### config.mk
export PLATFORM = sky130hd
export DESIGN_NAME = swk_wake_cfg
export DESIGN_NICKNAME = d
export VERILOG_FILES = /design/src/swk_pkg.sv /design/src/swk_id_match.sv /design/src/swk_wake_cfg.sv
export SDC_FILE = /design/constraint.sdc
export NUM_CORES = 1
export LEC_CHECK = 0
export BUFFER_PORTS_ARGS = -buffer_cell sky130_fd_sc_hd__buf_2
export CAP_MARGIN = 40
export CORE_UTILIZATION = 58
export DETAILED_ROUTE_END_ITERATION = 16
export PLACE_DENSITY = 0.92
export RECOVER_POWER = 100
export SYNTH_ARGS = -nofsm -noshare
export SYNTH_HDL_FRONTEND = slang
export SYNTH_HIERARCHICAL = 1
export SYNTH_SLANG_ARGS = --single-unit
### constraint.sdc
create_clock -name clk_sys -period 3.1 [get_ports clk_sys]
set_input_delay 0.62 -clock clk_sys [delete_from_list [all_inputs] [get_ports clk_sys]]
set_output_delay 0.62 -clock clk_sys [all_outputs]
set_load 0.02 [all_outputs]
### src/swk_pkg.sv
package swk_pkg;

  // Register offsets of the wake configuration block.
  localparam logic [7:0] OFS_CTRL     = 8'h20;
  localparam logic [7:0] OFS_BTIME    = 8'h21;
  localparam logic [7:0] OFS_SPOINT   = 8'h22;
  localparam logic [7:0] OFS_ID3      = 8'h23;
  localparam logic [7:0] OFS_ID2      = 8'h24;
  localparam logic [7:0] OFS_ID1      = 8'h25;
  localparam logic [7:0] OFS_ID0      = 8'h26;
  localparam logic [7:0] OFS_MASK3    = 8'h27;
  localparam logic [7:0] OFS_IRQ_STAT = 8'h40;
  localparam logic [7:0] OFS_IRQ_MASK = 8'h41;
  localparam logic [7:0] OFS_OPT      = 8'h42;

  // Reset values.
  localparam logic [7:0] RST_CTRL   = 8'h00;
  localparam logic [7:0] RST_BTIME  = 8'ha0;
  localparam logic [5:0] RST_SPOINT = 6'h33;
  localparam logic [7:0] RST_ZERO   = 8'h00;

  // Control register field positions.
  localparam int CTRL_CAL     = 7;
  localparam int CTRL_TRIM_HI = 6;
  localparam int CTRL_TRIM_LO = 5;
  localparam int CTRL_TO_MASK = 4;
  localparam int CTRL_VALID   = 0;
  localparam logic [1:0] TRIM_UNLOCK = 2'h3;

  // Lowest identifier register field positions.
  localparam int ID0_ID_HI = 6;
  localparam int ID0_ID_LO = 2;
  localparam int ID0_RTR   = 1;
  localparam int ID0_IDE   = 0;

  // Interrupt status bit positions.
  localparam int IRQ_TIMEOUT = 0;
  localparam int IRQ_WAKE    = 1;
  localparam int IRQ_MATCH   = 2;
  localparam int IRQ_W       = 3;

  // Standard identifier sits in identifier bits 28..18.
  localparam int STD_ID_LSB = 18;

endpackage

### src/swk_id_match.sv
`timescale 1ns/1ps
// Compares a received frame header against the configured wake filter.
module swk_id_match (
  // Configured filter.
  input  wire logic [28:0] cfg_ident,
  input  wire logic [7:0]  cfg_mask_hi,
  input  wire logic        cfg_ext,
  input  wire logic        cfg_remote,
  // Received header.
  input  wire logic [28:0] rx_ident,
  input  wire logic        rx_ext,
  input  wire logic        rx_remote,
  // Result.
  output logic             hit
);

  logic [28:0] care;
  logic [28:0] diff;

  // Only the top identifier byte has a mask here; the lower bits have no mask.
  // A standard frame compares only bits 28..18.
  always_comb begin
    care = {cfg_mask_hi, 21'h1fffff};
    if (!cfg_ext) begin
      care[swk_pkg::STD_ID_LSB-1:0] = '0;
    end
    diff = (cfg_ident ^ rx_ident) & care;
    hit  = (diff == '0) && (rx_ext == cfg_ext) && (rx_remote == cfg_remote);
  end

endmodule

### src/swk_wake_cfg.sv
`timescale 1ns/1ps
// What this block does
// - Bit 7 enables oscillator calibration.
// - Calibration unlocks only with trim field 11.
// - Calibration syncs oscillator to transmit pin.
// - Option register writable only when unlocked.
// - Timeout mask bit gates timeout interrupt.
// - Timeout flag updates only while wake active.
// - Selective wake requires valid bit set.
// - Valid clears on wake, reset, config write.
// - Reserved bits read as zero.
// - Bit time quanta register, reset a0.
// - Sample point fraction, reset 33.
// - Identifier spread over four registers.
// - Remote bit selects remote frame; host avoids.
// - Extension bit selects 11 or 29 bits.
// - Mask bit one compares, zero ignores.
module swk_wake_cfg (
  // Clock and reset.
  input  wire logic        clk_sys,
  input  wire logic        rst,
  // Register port.
  input  wire logic [7:0]  reg_addr,
  input  wire logic [7:0]  reg_wdata,
  input  wire logic        reg_wr,
  input  wire logic        reg_rd,
  output logic      [7:0]  reg_rdata,
  // Mode and events from the transceiver core.
  input  wire logic        swk_mode_active,
  input  wire logic        bus_timeout_evt,
  input  wire logic        frame_rx_valid,
  input  wire logic [28:0] frame_rx_ident,
  input  wire logic        frame_rx_ext,
  input  wire logic        frame_rx_remote,
  // Pins.
  input  wire logic        bus_transmit_input_pin,
  output logic             interrupt_out_pin,
  // Configuration towards the wake core.
  output logic             swk_enable,
  output logic             wake_up_frame_seen,
  output logic             osc_calibration_on,
  output logic             osc_ref_sample,
  output logic      [7:0]  bit_time_quanta,
  output logic      [5:0]  sample_point_pos,
  output logic      [7:0]  rx_option
);

  ////////////////////////////////////////////////////////////////////////////
  // Register storage.
  logic        cal_r;
  logic [1:0]  trim_r;
  logic        to_en_r;
  logic        valid_r;
  logic [7:0]  btime_r;
  logic [5:0]  spoint_r;
  logic [7:0]  id3_r;
  logic [7:0]  id2_r;
  logic [7:0]  id1_r;
  logic [4:0]  id0_r;
  logic        rtr_r;
  logic        ide_r;
  logic [7:0]  mask3_r;
  logic [7:0]  opt_r;
  logic [swk_pkg::IRQ_W-1:0] stat_r;
  logic [swk_pkg::IRQ_W-1:0] imask_r;
  logic        timeout_flag_r;
  logic        tx_sync1_r;
  logic        tx_sync2_r;
  logic        hit;
  logic        wake_evt;
  logic        unlocked;
  logic        cfg_write;
  logic        wr_ctrl;
  logic        rd_stat;
  logic [swk_pkg::IRQ_W-1:0] evt;

  assign unlocked  = (trim_r == swk_pkg::TRIM_UNLOCK);
  assign wr_ctrl   = reg_wr && (reg_addr == swk_pkg::OFS_CTRL);
  assign rd_stat   = reg_rd && (reg_addr == swk_pkg::OFS_IRQ_STAT);

  // Any write to the filter or timing registers invalidates the setup.
  assign cfg_write = reg_wr && (reg_addr >= swk_pkg::OFS_BTIME)
                     && (reg_addr <= swk_pkg::OFS_MASK3);

  ////////////////////////////////////////////////////////////////////////////
  // Wake filter compare.
  swk_id_match u_match (
    .cfg_ident   ({id3_r, id2_r, id1_r, id0_r}),
    .cfg_mask_hi (mask3_r),
    .cfg_ext     (ide_r),
    .cfg_remote  (rtr_r),
    .rx_ident    (frame_rx_ident),
    .rx_ext      (frame_rx_ext),
    .rx_remote   (frame_rx_remote),
    .hit         (hit)
  );

  // A frame wakes only when the setup is validated and wake mode runs.
  assign wake_evt = frame_rx_valid && hit && valid_r && swk_mode_active;

  ////////////////////////////////////////////////////////////////////////////
  // Control register fields.
  always_ff @(posedge clk_sys) begin
    if (rst) begin
      cal_r   <= swk_pkg::RST_CTRL[swk_pkg::CTRL_CAL];
      trim_r  <= swk_pkg::RST_CTRL[swk_pkg::CTRL_TRIM_HI:swk_pkg::CTRL_TRIM_LO];
      to_en_r <= swk_pkg::RST_CTRL[swk_pkg::CTRL_TO_MASK];
    end else if (wr_ctrl) begin
      cal_r   <= reg_wdata[swk_pkg::CTRL_CAL];
      trim_r  <= reg_wdata[swk_pkg::CTRL_TRIM_HI:swk_pkg::CTRL_TRIM_LO];
      to_en_r <= reg_wdata[swk_pkg::CTRL_TO_MASK];
    end
  end

  // Valid bit: reset and wake clear it, a filter write clears it, host sets it.
  // The hardware clear wins so a stale setup can never stay armed.
  always_ff @(posedge clk_sys) begin
    if (rst) begin
      valid_r <= swk_pkg::RST_CTRL[swk_pkg::CTRL_VALID];
    end else if (wake_evt || cfg_write) begin
      valid_r <= 1'b0;
    end else if (wr_ctrl) begin
      valid_r <= reg_wdata[swk_pkg::CTRL_VALID];
    end
  end

  ////////////////////////////////////////////////////////////////////////////
  // Timing and filter registers.
  always_ff @(posedge clk_sys) begin
    if (rst) begin
      btime_r  <= swk_pkg::RST_BTIME;
      spoint_r <= swk_pkg::RST_SPOINT;
      id3_r    <= swk_pkg::RST_ZERO;
      id2_r    <= swk_pkg::RST_ZERO;
      id1_r    <= swk_pkg::RST_ZERO;
      id0_r    <= swk_pkg::RST_ZERO[4:0];
      rtr_r    <= 1'b0;
      ide_r    <= 1'b0;
      mask3_r  <= swk_pkg::RST_ZERO;
    end else if (reg_wr) begin
      case (reg_addr)
        swk_pkg::OFS_BTIME:  btime_r  <= reg_wdata;
        swk_pkg::OFS_SPOINT: spoint_r <= reg_wdata[5:0];
        swk_pkg::OFS_ID3:    id3_r    <= reg_wdata;
        swk_pkg::OFS_ID2:    id2_r    <= reg_wdata;
        swk_pkg::OFS_ID1:    id1_r    <= reg_wdata;
        swk_pkg::OFS_ID0: begin
          id0_r <= reg_wdata[swk_pkg::ID0_ID_HI:swk_pkg::ID0_ID_LO];
          rtr_r <= reg_wdata[swk_pkg::ID0_RTR];
          ide_r <= reg_wdata[swk_pkg::ID0_IDE];
        end
        swk_pkg::OFS_MASK3:  mask3_r  <= reg_wdata;
        default: ;
      endcase
    end
  end

  // Receiver option register: locked unless the trim field holds the key.
  always_ff @(posedge clk_sys) begin
    if (rst) begin
      opt_r <= swk_pkg::RST_ZERO;
    end else if (reg_wr && (reg_addr == swk_pkg::OFS_OPT) && unlocked) begin
      opt_r <= reg_wdata;
    end
  end

  ////////////////////////////////////////////////////////////////////////////
  // Bus timeout flag, frozen outside wake mode.
  always_ff @(posedge clk_sys) begin
    if (rst) begin
      timeout_flag_r <= 1'b0;
    end else if (swk_mode_active) begin
      timeout_flag_r <= bus_timeout_evt;
    end
  end

  // Events: timeout (gated by its own enable), wake, and raw filter hit.
  assign evt[swk_pkg::IRQ_TIMEOUT] = bus_timeout_evt && swk_mode_active && to_en_r;
  assign evt[swk_pkg::IRQ_WAKE]    = wake_evt;
  assign evt[swk_pkg::IRQ_MATCH]   = frame_rx_valid && hit;

  // Sticky status; a read clears, but a same-cycle event stays set.
  always_ff @(posedge clk_sys) begin
    if (rst) begin
      stat_r <= '0;
    end else if (rd_stat) begin
      stat_r <= evt;
    end else begin
      stat_r <= stat_r | evt;
    end
  end

  // Interrupt mask, one bit for each status bit.
  always_ff @(posedge clk_sys) begin
    if (rst) begin
      imask_r <= '0;
    end else if (reg_wr && (reg_addr == swk_pkg::OFS_IRQ_MASK)) begin
      imask_r <= reg_wdata[swk_pkg::IRQ_W-1:0];
    end
  end

  // Output registered from next status so the pin tracks status exactly.
  always_ff @(posedge clk_sys) begin
    if (rst) begin
      interrupt_out_pin <= 1'b0;
    end else begin
      interrupt_out_pin <= |((rd_stat ? evt : (stat_r | evt)) & imask_r);
    end
  end

  ////////////////////////////////////////////////////////////////////////////
  // Transmit pin reference for oscillator trimming; two flops before use.
  always_ff @(posedge clk_sys) begin
    if (rst) begin
      tx_sync1_r <= 1'b0;
      tx_sync2_r <= 1'b0;
    end else begin
      tx_sync1_r <= bus_transmit_input_pin;
      tx_sync2_r <= tx_sync1_r;
    end
  end

  // Calibration runs only when enabled and unlocked; reference idles high.
  always_ff @(posedge clk_sys) begin
    if (rst) begin
      osc_calibration_on <= 1'b0;
      osc_ref_sample     <= 1'b1;
    end else begin
      osc_calibration_on <= cal_r && unlocked;
      osc_ref_sample     <= (cal_r && unlocked) ? tx_sync2_r : 1'b1;
    end
  end

  // Configuration outputs to the wake core.
  always_ff @(posedge clk_sys) begin
    if (rst) begin
      swk_enable         <= 1'b0;
      wake_up_frame_seen <= 1'b0;
      bit_time_quanta    <= swk_pkg::RST_BTIME;
      sample_point_pos   <= swk_pkg::RST_SPOINT;
      rx_option          <= swk_pkg::RST_ZERO;
    end else begin
      swk_enable         <= valid_r && !(wake_evt || cfg_write);
      wake_up_frame_seen <= wake_evt;
      bit_time_quanta    <= btime_r;
      sample_point_pos   <= spoint_r;
      rx_option          <= opt_r;
    end
  end

  ////////////////////////////////////////////////////////////////////////////
  // Read data, one cycle after the strobe; reserved bits are zero.
  always_ff @(posedge clk_sys) begin
    if (rst) begin
      reg_rdata <= '0;
    end else if (reg_rd) begin
      case (reg_addr)
        swk_pkg::OFS_CTRL:     reg_rdata <= {cal_r, trim_r, to_en_r, 3'h0, valid_r};
        swk_pkg::OFS_BTIME:    reg_rdata <= btime_r;
        swk_pkg::OFS_SPOINT:   reg_rdata <= {2'h0, spoint_r};
        swk_pkg::OFS_ID3:      reg_rdata <= id3_r;
        swk_pkg::OFS_ID2:      reg_rdata <= id2_r;
        swk_pkg::OFS_ID1:      reg_rdata <= id1_r;
        swk_pkg::OFS_ID0:      reg_rdata <= {1'b0, id0_r, rtr_r, ide_r};
        swk_pkg::OFS_MASK3:    reg_rdata <= mask3_r;
        swk_pkg::OFS_IRQ_STAT: reg_rdata <= {4'h0, timeout_flag_r, stat_r};
        swk_pkg::OFS_IRQ_MASK: reg_rdata <= {5'h0, imask_r};
        swk_pkg::OFS_OPT:      reg_rdata <= opt_r;
        default:               reg_rdata <= '0;
      endcase
    end else begin
      reg_rdata <= '0;
    end
  end

  ////////////////////////////////////////////////////////////////////////////
  // Checks.
  // All but the reset check are disabled in reset, so they see only settled values.
  a_valid_clear_cfg: assert property (@(posedge clk_sys) disable iff (rst)
    cfg_write |=> !valid_r)
    else $error("valid bit survived a filter write");

  a_valid_clear_wake: assert property (@(posedge clk_sys) disable iff (rst)
    wake_evt |=> !valid_r && wake_up_frame_seen)
    else $error("valid bit survived a wake");

  a_wake_needs_valid: assert property (@(posedge clk_sys) disable iff (rst)
    wake_up_frame_seen |-> $past(valid_r))
    else $error("wake without valid setup");

  a_opt_locked: assert property (@(posedge clk_sys) disable iff (rst)
    !unlocked |=> $stable(opt_r))
    else $error("option register changed while locked");

  a_cal_unlock: assert property (@(posedge clk_sys) disable iff (rst)
    osc_calibration_on |-> $past(trim_r) == swk_pkg::TRIM_UNLOCK && $past(cal_r))
    else $error("calibration on without unlock");

  a_cal_ref_pin: assert property (@(posedge clk_sys) disable iff (rst)
    (cal_r && unlocked) |=> osc_ref_sample == $past(tx_sync2_r))
    else $error("reference does not follow pin");

  a_timeout_masked: assert property (@(posedge clk_sys) disable iff (rst)
    (!to_en_r && !rd_stat) |=>
      stat_r[swk_pkg::IRQ_TIMEOUT] == $past(stat_r[swk_pkg::IRQ_TIMEOUT]))
    else $error("masked timeout set status");

  a_timeout_frozen: assert property (@(posedge clk_sys) disable iff (rst)
    !swk_mode_active |=> $stable(timeout_flag_r))
    else $error("timeout flag moved outside wake mode");

  a_reserved_zero: assert property (@(posedge clk_sys) disable iff (rst)
    reg_rd && reg_addr == swk_pkg::OFS_CTRL |=> reg_rdata[3:1] == 3'h0)
    else $error("reserved control bits not zero");

  a_btime_reset: assert property (@(posedge clk_sys)
    $past(rst) |-> btime_r == swk_pkg::RST_BTIME && spoint_r == swk_pkg::RST_SPOINT)
    else $error("timing reset value wrong");

  // The pin is registered from the next status, so it pairs with last cycle's mask.
  a_irq_pin_level: assert property (@(posedge clk_sys) disable iff (rst)
    interrupt_out_pin == |(stat_r & $past(imask_r)))
    else $error("interrupt pin disagrees with masked status");

  a_opt_open: assert property (@(posedge clk_sys) disable iff (rst)
    (reg_wr && reg_addr == swk_pkg::OFS_OPT && unlocked) |=> opt_r == $past(reg_wdata))
    else $error("unlocked option write lost");

  a_cal_follow: assert property (@(posedge clk_sys) disable iff (rst)
    osc_calibration_on == $past(cal_r && unlocked))
    else $error("calibration output does not follow its bit");

  a_valid_host_set: assert property (@(posedge clk_sys) disable iff (rst)
    (wr_ctrl && reg_wdata[swk_pkg::CTRL_VALID] && !wake_evt) |=> valid_r)
    else $error("host could not set the valid bit");

  a_timeout_follow: assert property (@(posedge clk_sys) disable iff (rst)
    swk_mode_active |=> timeout_flag_r == $past(bus_timeout_evt))
    else $error("timeout flag missed the event in wake mode");

  a_rsvd_ident: assert property (@(posedge clk_sys) disable iff (rst)
    (reg_rd && reg_addr == swk_pkg::OFS_ID0) |=> !reg_rdata[swk_pkg::ID0_ID_HI+1])
    else $error("reserved identifier bit not zero");

  // A wake clears the valid bit, so a second wake needs a fresh host set.
  a_wake_single: assert property (@(posedge clk_sys) disable iff (rst)
    wake_up_frame_seen |=> !wake_up_frame_seen)
    else $error("wake pulse longer than one cycle");

endmodule

Yosys cells after proc, flatten, opt, wreduce, memory -nomap -nowiden
Index checks and enable logic that the tools add are counted.
{"block": "totals", "wordCells": 83, "regBits": 110, "out_inout_bits": 35}
{"block": "op_classes", "n_mux": 3, "bitwise": 6, "n_eq_ne": 14, "reduce_logical": 30, "magnitude_cmp": 2}
{"operator": "$pmux W8 S11", "n": 1}
{"operator": "$eq A8 B6 Y1 const B", "n": 8}
{"operator": "$and A29 B29 Y29", "n": 1}
{"operator": "$logic_not A29 Y1", "n": 1}
{"operator": "$xor A29 B29 Y29", "n": 1}
{"operator": "$eq A8 B7 Y1 const B", "n": 3}
{"operator": "$mux W18", "n": 1}
{"operator": "$logic_and A1 B1 Y1", "n": 16}
{"operator": "$reduce_and A2 Y1", "n": 7}
{"operator": "$ge A8 B6 Y1 const B", "n": 1}
{"operator": "$le A8 B6 Y1 const B", "n": 1}
{"operator": "$reduce_or A2 Y1", "n": 3}
{"operator": "$and A3 B3 Y3", "n": 1}
{"operator": "$mux W3", "n": 1}
{"operator": "$or A3 B3 Y3", "n": 1}
{"operator": "$reduce_or A3 Y1", "n": 1}
{"operator": "$eq A1 B1 Y1", "n": 2}
{"operator": "$eq A2 B2 Y1 const B", "n": 1}
{"operator": "$not A1 Y1", "n": 2}
{"operator": "$logic_not A1 Y1", "n": 1}
{"operator": "$logic_or A1 B1 Y1", "n": 1}

Depth between registers and ports, before layout
{"block": "depth", "word_depth": 12, "ltp_mapped": 8, "ltp_nobuf": 8}

By module
Netlist, hierarchy kept.
{"module": "swk_wake_cfg", "seq_area_each_um2": 2202.1, "area_per_inst_um2": 4500.6, "cells_each": 436, "instances": 1}
{"module": "swk_id_match", "seq_area_each_um2": 0.0, "area_per_inst_um2": 367.9, "cells_each": 46, "instances": 1}

Worst setup path before layout
Ideal clock, no wire load.
{"block": "synth_path", "kind": "input -> register", "start": "input reg_addr[2]", "end": "register id3_r[7]", "t_required_ns": 2.972, "arrival_ns": 2.030, "stages": 6, "setup_ns": 0.128, "n_path_buf": 2, "setup_slack_ns": 0.942, "cell_sequence": "buf_6 or4_1 or4_1 buf_6 mux2i_1 nor2_1"}
{"block": "synth_between", "elab_chain_cells": 2}
{"item": "start: declaration", "line_no": "swk_wake_cfg.sv:23", "text": "input wire logic [7:0] reg_addr,"}
{"item": "$eq A8 B6 Y1", "line_no": "swk_wake_cfg.sv:141", "text": "case (reg_addr)"}
{"item": "$reduce_and A2 Y1 (no source line)"}
{"item": "end signal: assignment", "line_no": "swk_wake_cfg.sv:133", "text": "id3_r <= swk_pkg::RST_ZERO;"}
{"item": "end signal: assignment", "line_no": "swk_wake_cfg.sv:144", "text": "swk_pkg::OFS_ID3: id3_r <= reg_wdata;"}
{"item": "end: declaration", "line_no": "swk_wake_cfg.sv:56", "text": "logic [7:0] id3_r;"}
Every way passes these cells.
A chain may end at the register's enable or synchronous reset.

Worst setup path after layout
{"block": "layout_path", "start": "input reg_addr[2]", "end": "register id3_r[5]"}
Same word-level chain as after synthesis.

==> results.cfg <==
[floorplan]
pin_count = 90
initial_core_util_pct = 59.6
coreArea_um2 = 8180
dieArea_um2 = 8760
rows = 33
die_height_um = 93.6
dieWidth_um = 93.6

[critical_path]
rr_endpoint = interrupt_out_pin$_SDFF_PP0_
critPathLaunchType = input port
end_kind = flip-flop
cp_num_buf_inv = 1
critPathSlowestCell = or4_1
cp.required_ns = 3.35
crit_top_cell = or4_1
startpoint = reg_addr[2]
rrSetupSlack_ns = 0.80
r2r_start = id0_r[1]$_SDFFE_PP0P_
crit_type = in -> reg
path_max_fanout = 19
reg2regPathDepth = 8
path_delay_family = simple AND/OR/NAND/NOR gates
crit_chain = clkbuf_1, or4_1, or4_1, mux2i_1, nor2_1
cpPeakStageDelay_ns = 0.75
crit_arrival_ns = 2.67

[clock_tree]
cts_resized = 0
cts_tree = yes
clockBufferDepth = 2
ctsHoldBuffers = 0
clk_latency_ns = 0.37
cts-root-buf = clkbuf_8
clk_pin_slew_ns = 0.10
cts_buffers = 9
h-tree-depth = 3
cts_num_sinks = 110
postCtsSetupBuffers = 0

[global_route]
antenna_found_initial = 0
overflow = 0
grt_max_degree = 62
met2_usage_pct = 47.0
grt_pass1_vias = 3793
grt-busiest-layer = met2
grt_use_total_pct = 28.5
grt_use_met1_pct = 36.1
grt_first_pass_wirelength_um = 18900
use_met3_pct = 6.50

[routing]
drt_iter0_drc = 378
post_drt_wl_per_cell_um = 18.2
wl_um = 12100
detail_route.vias_per_cell = 5.93
ant_nets = 0
drc_errors = 0
first_pass_iters = 5
dr_total_vias = 3956

[worst_hold_path]
whs_path_depth = 1
hold_class = reg -> reg
min_to = osc_ref_sample$_SDFF_PP1_
hp-start = tx_sync2_r$_SDFF_PP0_

[yosys]
ys.flop_type = dfxtp_1
synth_seq_area_share_pct = 45.2
syn-cell-area_um2 = 4870
synthMuxAreaShare_pct = 19.4
synth_edf_count = 0
synth_compound_area_share_pct = 6.99
synth_fa_ha_area_share_pct = 0
synth_nets = 537
synth_seq_cells = 110
synth_top_family_by_area = multiplexers
yosysWarningCount = 6
avgSynthCellArea_um2 = 10.1
synthSimpleGateAreaFrac_pct = 19.2
async_flop_share_pct = 0
synthCells = 482
yosysUniqueCellTypes = 46
synthXorXnorAreaFrac_pct = 5.40

[finish]
final_common_cell = dfxtp_1
layout_common_cells = dfxtp_1 (110), nor2_1 (77), mux2i_1 (73), buf_2 (51), clkbuf_1 (39)
multi_input_area_um2 = 2470
diodes = 0
fin_util_pct = 67.1
seq_area_um2 = 2200
areaGrowthSynthToFinish_pct = 12.7
drive_gt1_share_pct = 17.4
fillers = 655
nets = 612

[timing]
setup_ws_ns = 0.684
finalSetupTns_ns = 0
setup_viol = 0
hold_violations = 0
rsz0062_at_grt = no
worstMarginPinSlew_ns = 1.72
slew_headroom_pct = -14.5
slew_violations = 42
fmax_ghz = 0.414
fin_skew_ns = 0.0142
timing.final.crit_period_ns = 2.42
fin_hold_ws_ns = 0.421
finalCritPeriodShare_pct = 77.9

[job]
maxCapViolCount = 1

[power_and_ir_drop]
p_per_area_nw_per_um2 = 438
irDropWorstVdd_mv = 0.241
power_leakage_nw = 2.30
p_total_mw = 2.40

[placed_design]
place_congestion = 0.902
port-buffer-count = 89
dp_hpwl_um = 8700
place_ws_ns = 0.570

[run_status]
status = finished with violations
violations = max-capacitance violations, max-slew violations
==> synth_stat cells (all sizes together), types with 2 or more instances <==
master / number / area (um^2)
dfxtp: 110 / 2200
nor2: 77 / 289
mux2i: 73 / 731
xor2: 29 / 254
clkbuf: 27 / 101
nor2b: 24 / 150
nand3: 11 / 55.1
nand2b: 10 / 62.6
nand4: 10 / 68.8
nor4: 9 / 123
a21oi: 8 / 40.0
mux4: 8 / 180
a211o: 7 / 61.3
a22oi: 7 / 52.6
buf: 7 / 53.8
inv: 7 / 26.3
or2: 7 / 43.8
nand2: 6 / 22.5
o21ai: 5 / 25.0
o2bb2ai: 5 / 43.8
a31oi: 4 / 25.0
a21o: 3 / 22.5
mux2: 3 / 33.8
a22o: 2 / 17.5
and3: 2 / 12.5
and4b: 2 / 20.0
nand3b: 2 / 15.0
nand4b: 2 / 17.5
nor3: 2 / 15.0
or3: 2 / 12.5
or4: 2 / 15.0
==> worst register-to-register path, delay by kind of cell, from the launching register on <==
family,cells,cell delay [ns]
xor gates and xnor gates,1,0.17
DFF,1,0.35
and+or+nand+nor,4,1.20
AOI/OAI and AO/OA,3,0.49
==> through the flow <==
step	area, um^2	cells
after floorplan	4870	482
after global placement	5370	651
after detailed placement	5370	651
after CTS	5550	667
after global routing	5490	667
final	5490	667
==> layout make-up <==
cell class	instances	area share, %
Clock buffer	9	2.26
Clock inverter	7	1.05
Inverter	7	0.479
Multi-Input combinational cell	331	45.1
Sequential cell	110	40.1
Tap cell	105	2.39
Timing Repair Buffer	98	8.64
==> power by group <==
group / internal [mW] / total [mW] / switching (mW)
combinational: 0.0646 / 0.177 / 0.113
sequential: 1.42 / 1.42 / 0.00215
clock: 0.304 / 0.807 / 0.504
total: 1.78 / 2.40 / 0.618
==> sequential cells by signal (all words and copies together) (netlist names), 8 cells and up <==
register and cells:
id2_r 8, btime_r 8, id3_r 8, reg_rdata 8, opt_r 8, mask3_r 8, bit_time_quanta 8, id1_r 8
rx_option 8
==> routing by layer <==
layer / wire, um / vias to the layer above
met5: 0 / -
met4: 306 / 0
met3: 1070 / 32
met2: 5700 / 234
met1: 5030 / 1864
li1: - / 1826
==> cell families after synthesis <==
group / Yosys count
flops: 110
mux: 84
buf+inv: 41
compound gates: 47
simple gates: 170
xor+xnor: 30
==> how the worst max path moves through the flow <==
stage / slack (ns) / to / depth (start not counted)
floorplan: 0.94 / id3_r[7]$_SDFFE_PP0P_ / 6
global placement: 0.65 / id3_r[0]$_SDFFE_PP0P_ / 5
detailed placement: 0.57 / id3_r[3]$_SDFFE_PP0P_ / 5
CTS: 0.95 / id3_r[5]$_SDFFE_PP0P_ / 5
global route: 0.59 / reg_rdata[5]$_SDFF_PP0_ / 4
finish: 0.68 / id3_r[5]$_SDFFE_PP0P_ / 5
No activity file was read; power rests on OpenSTA's default activity.
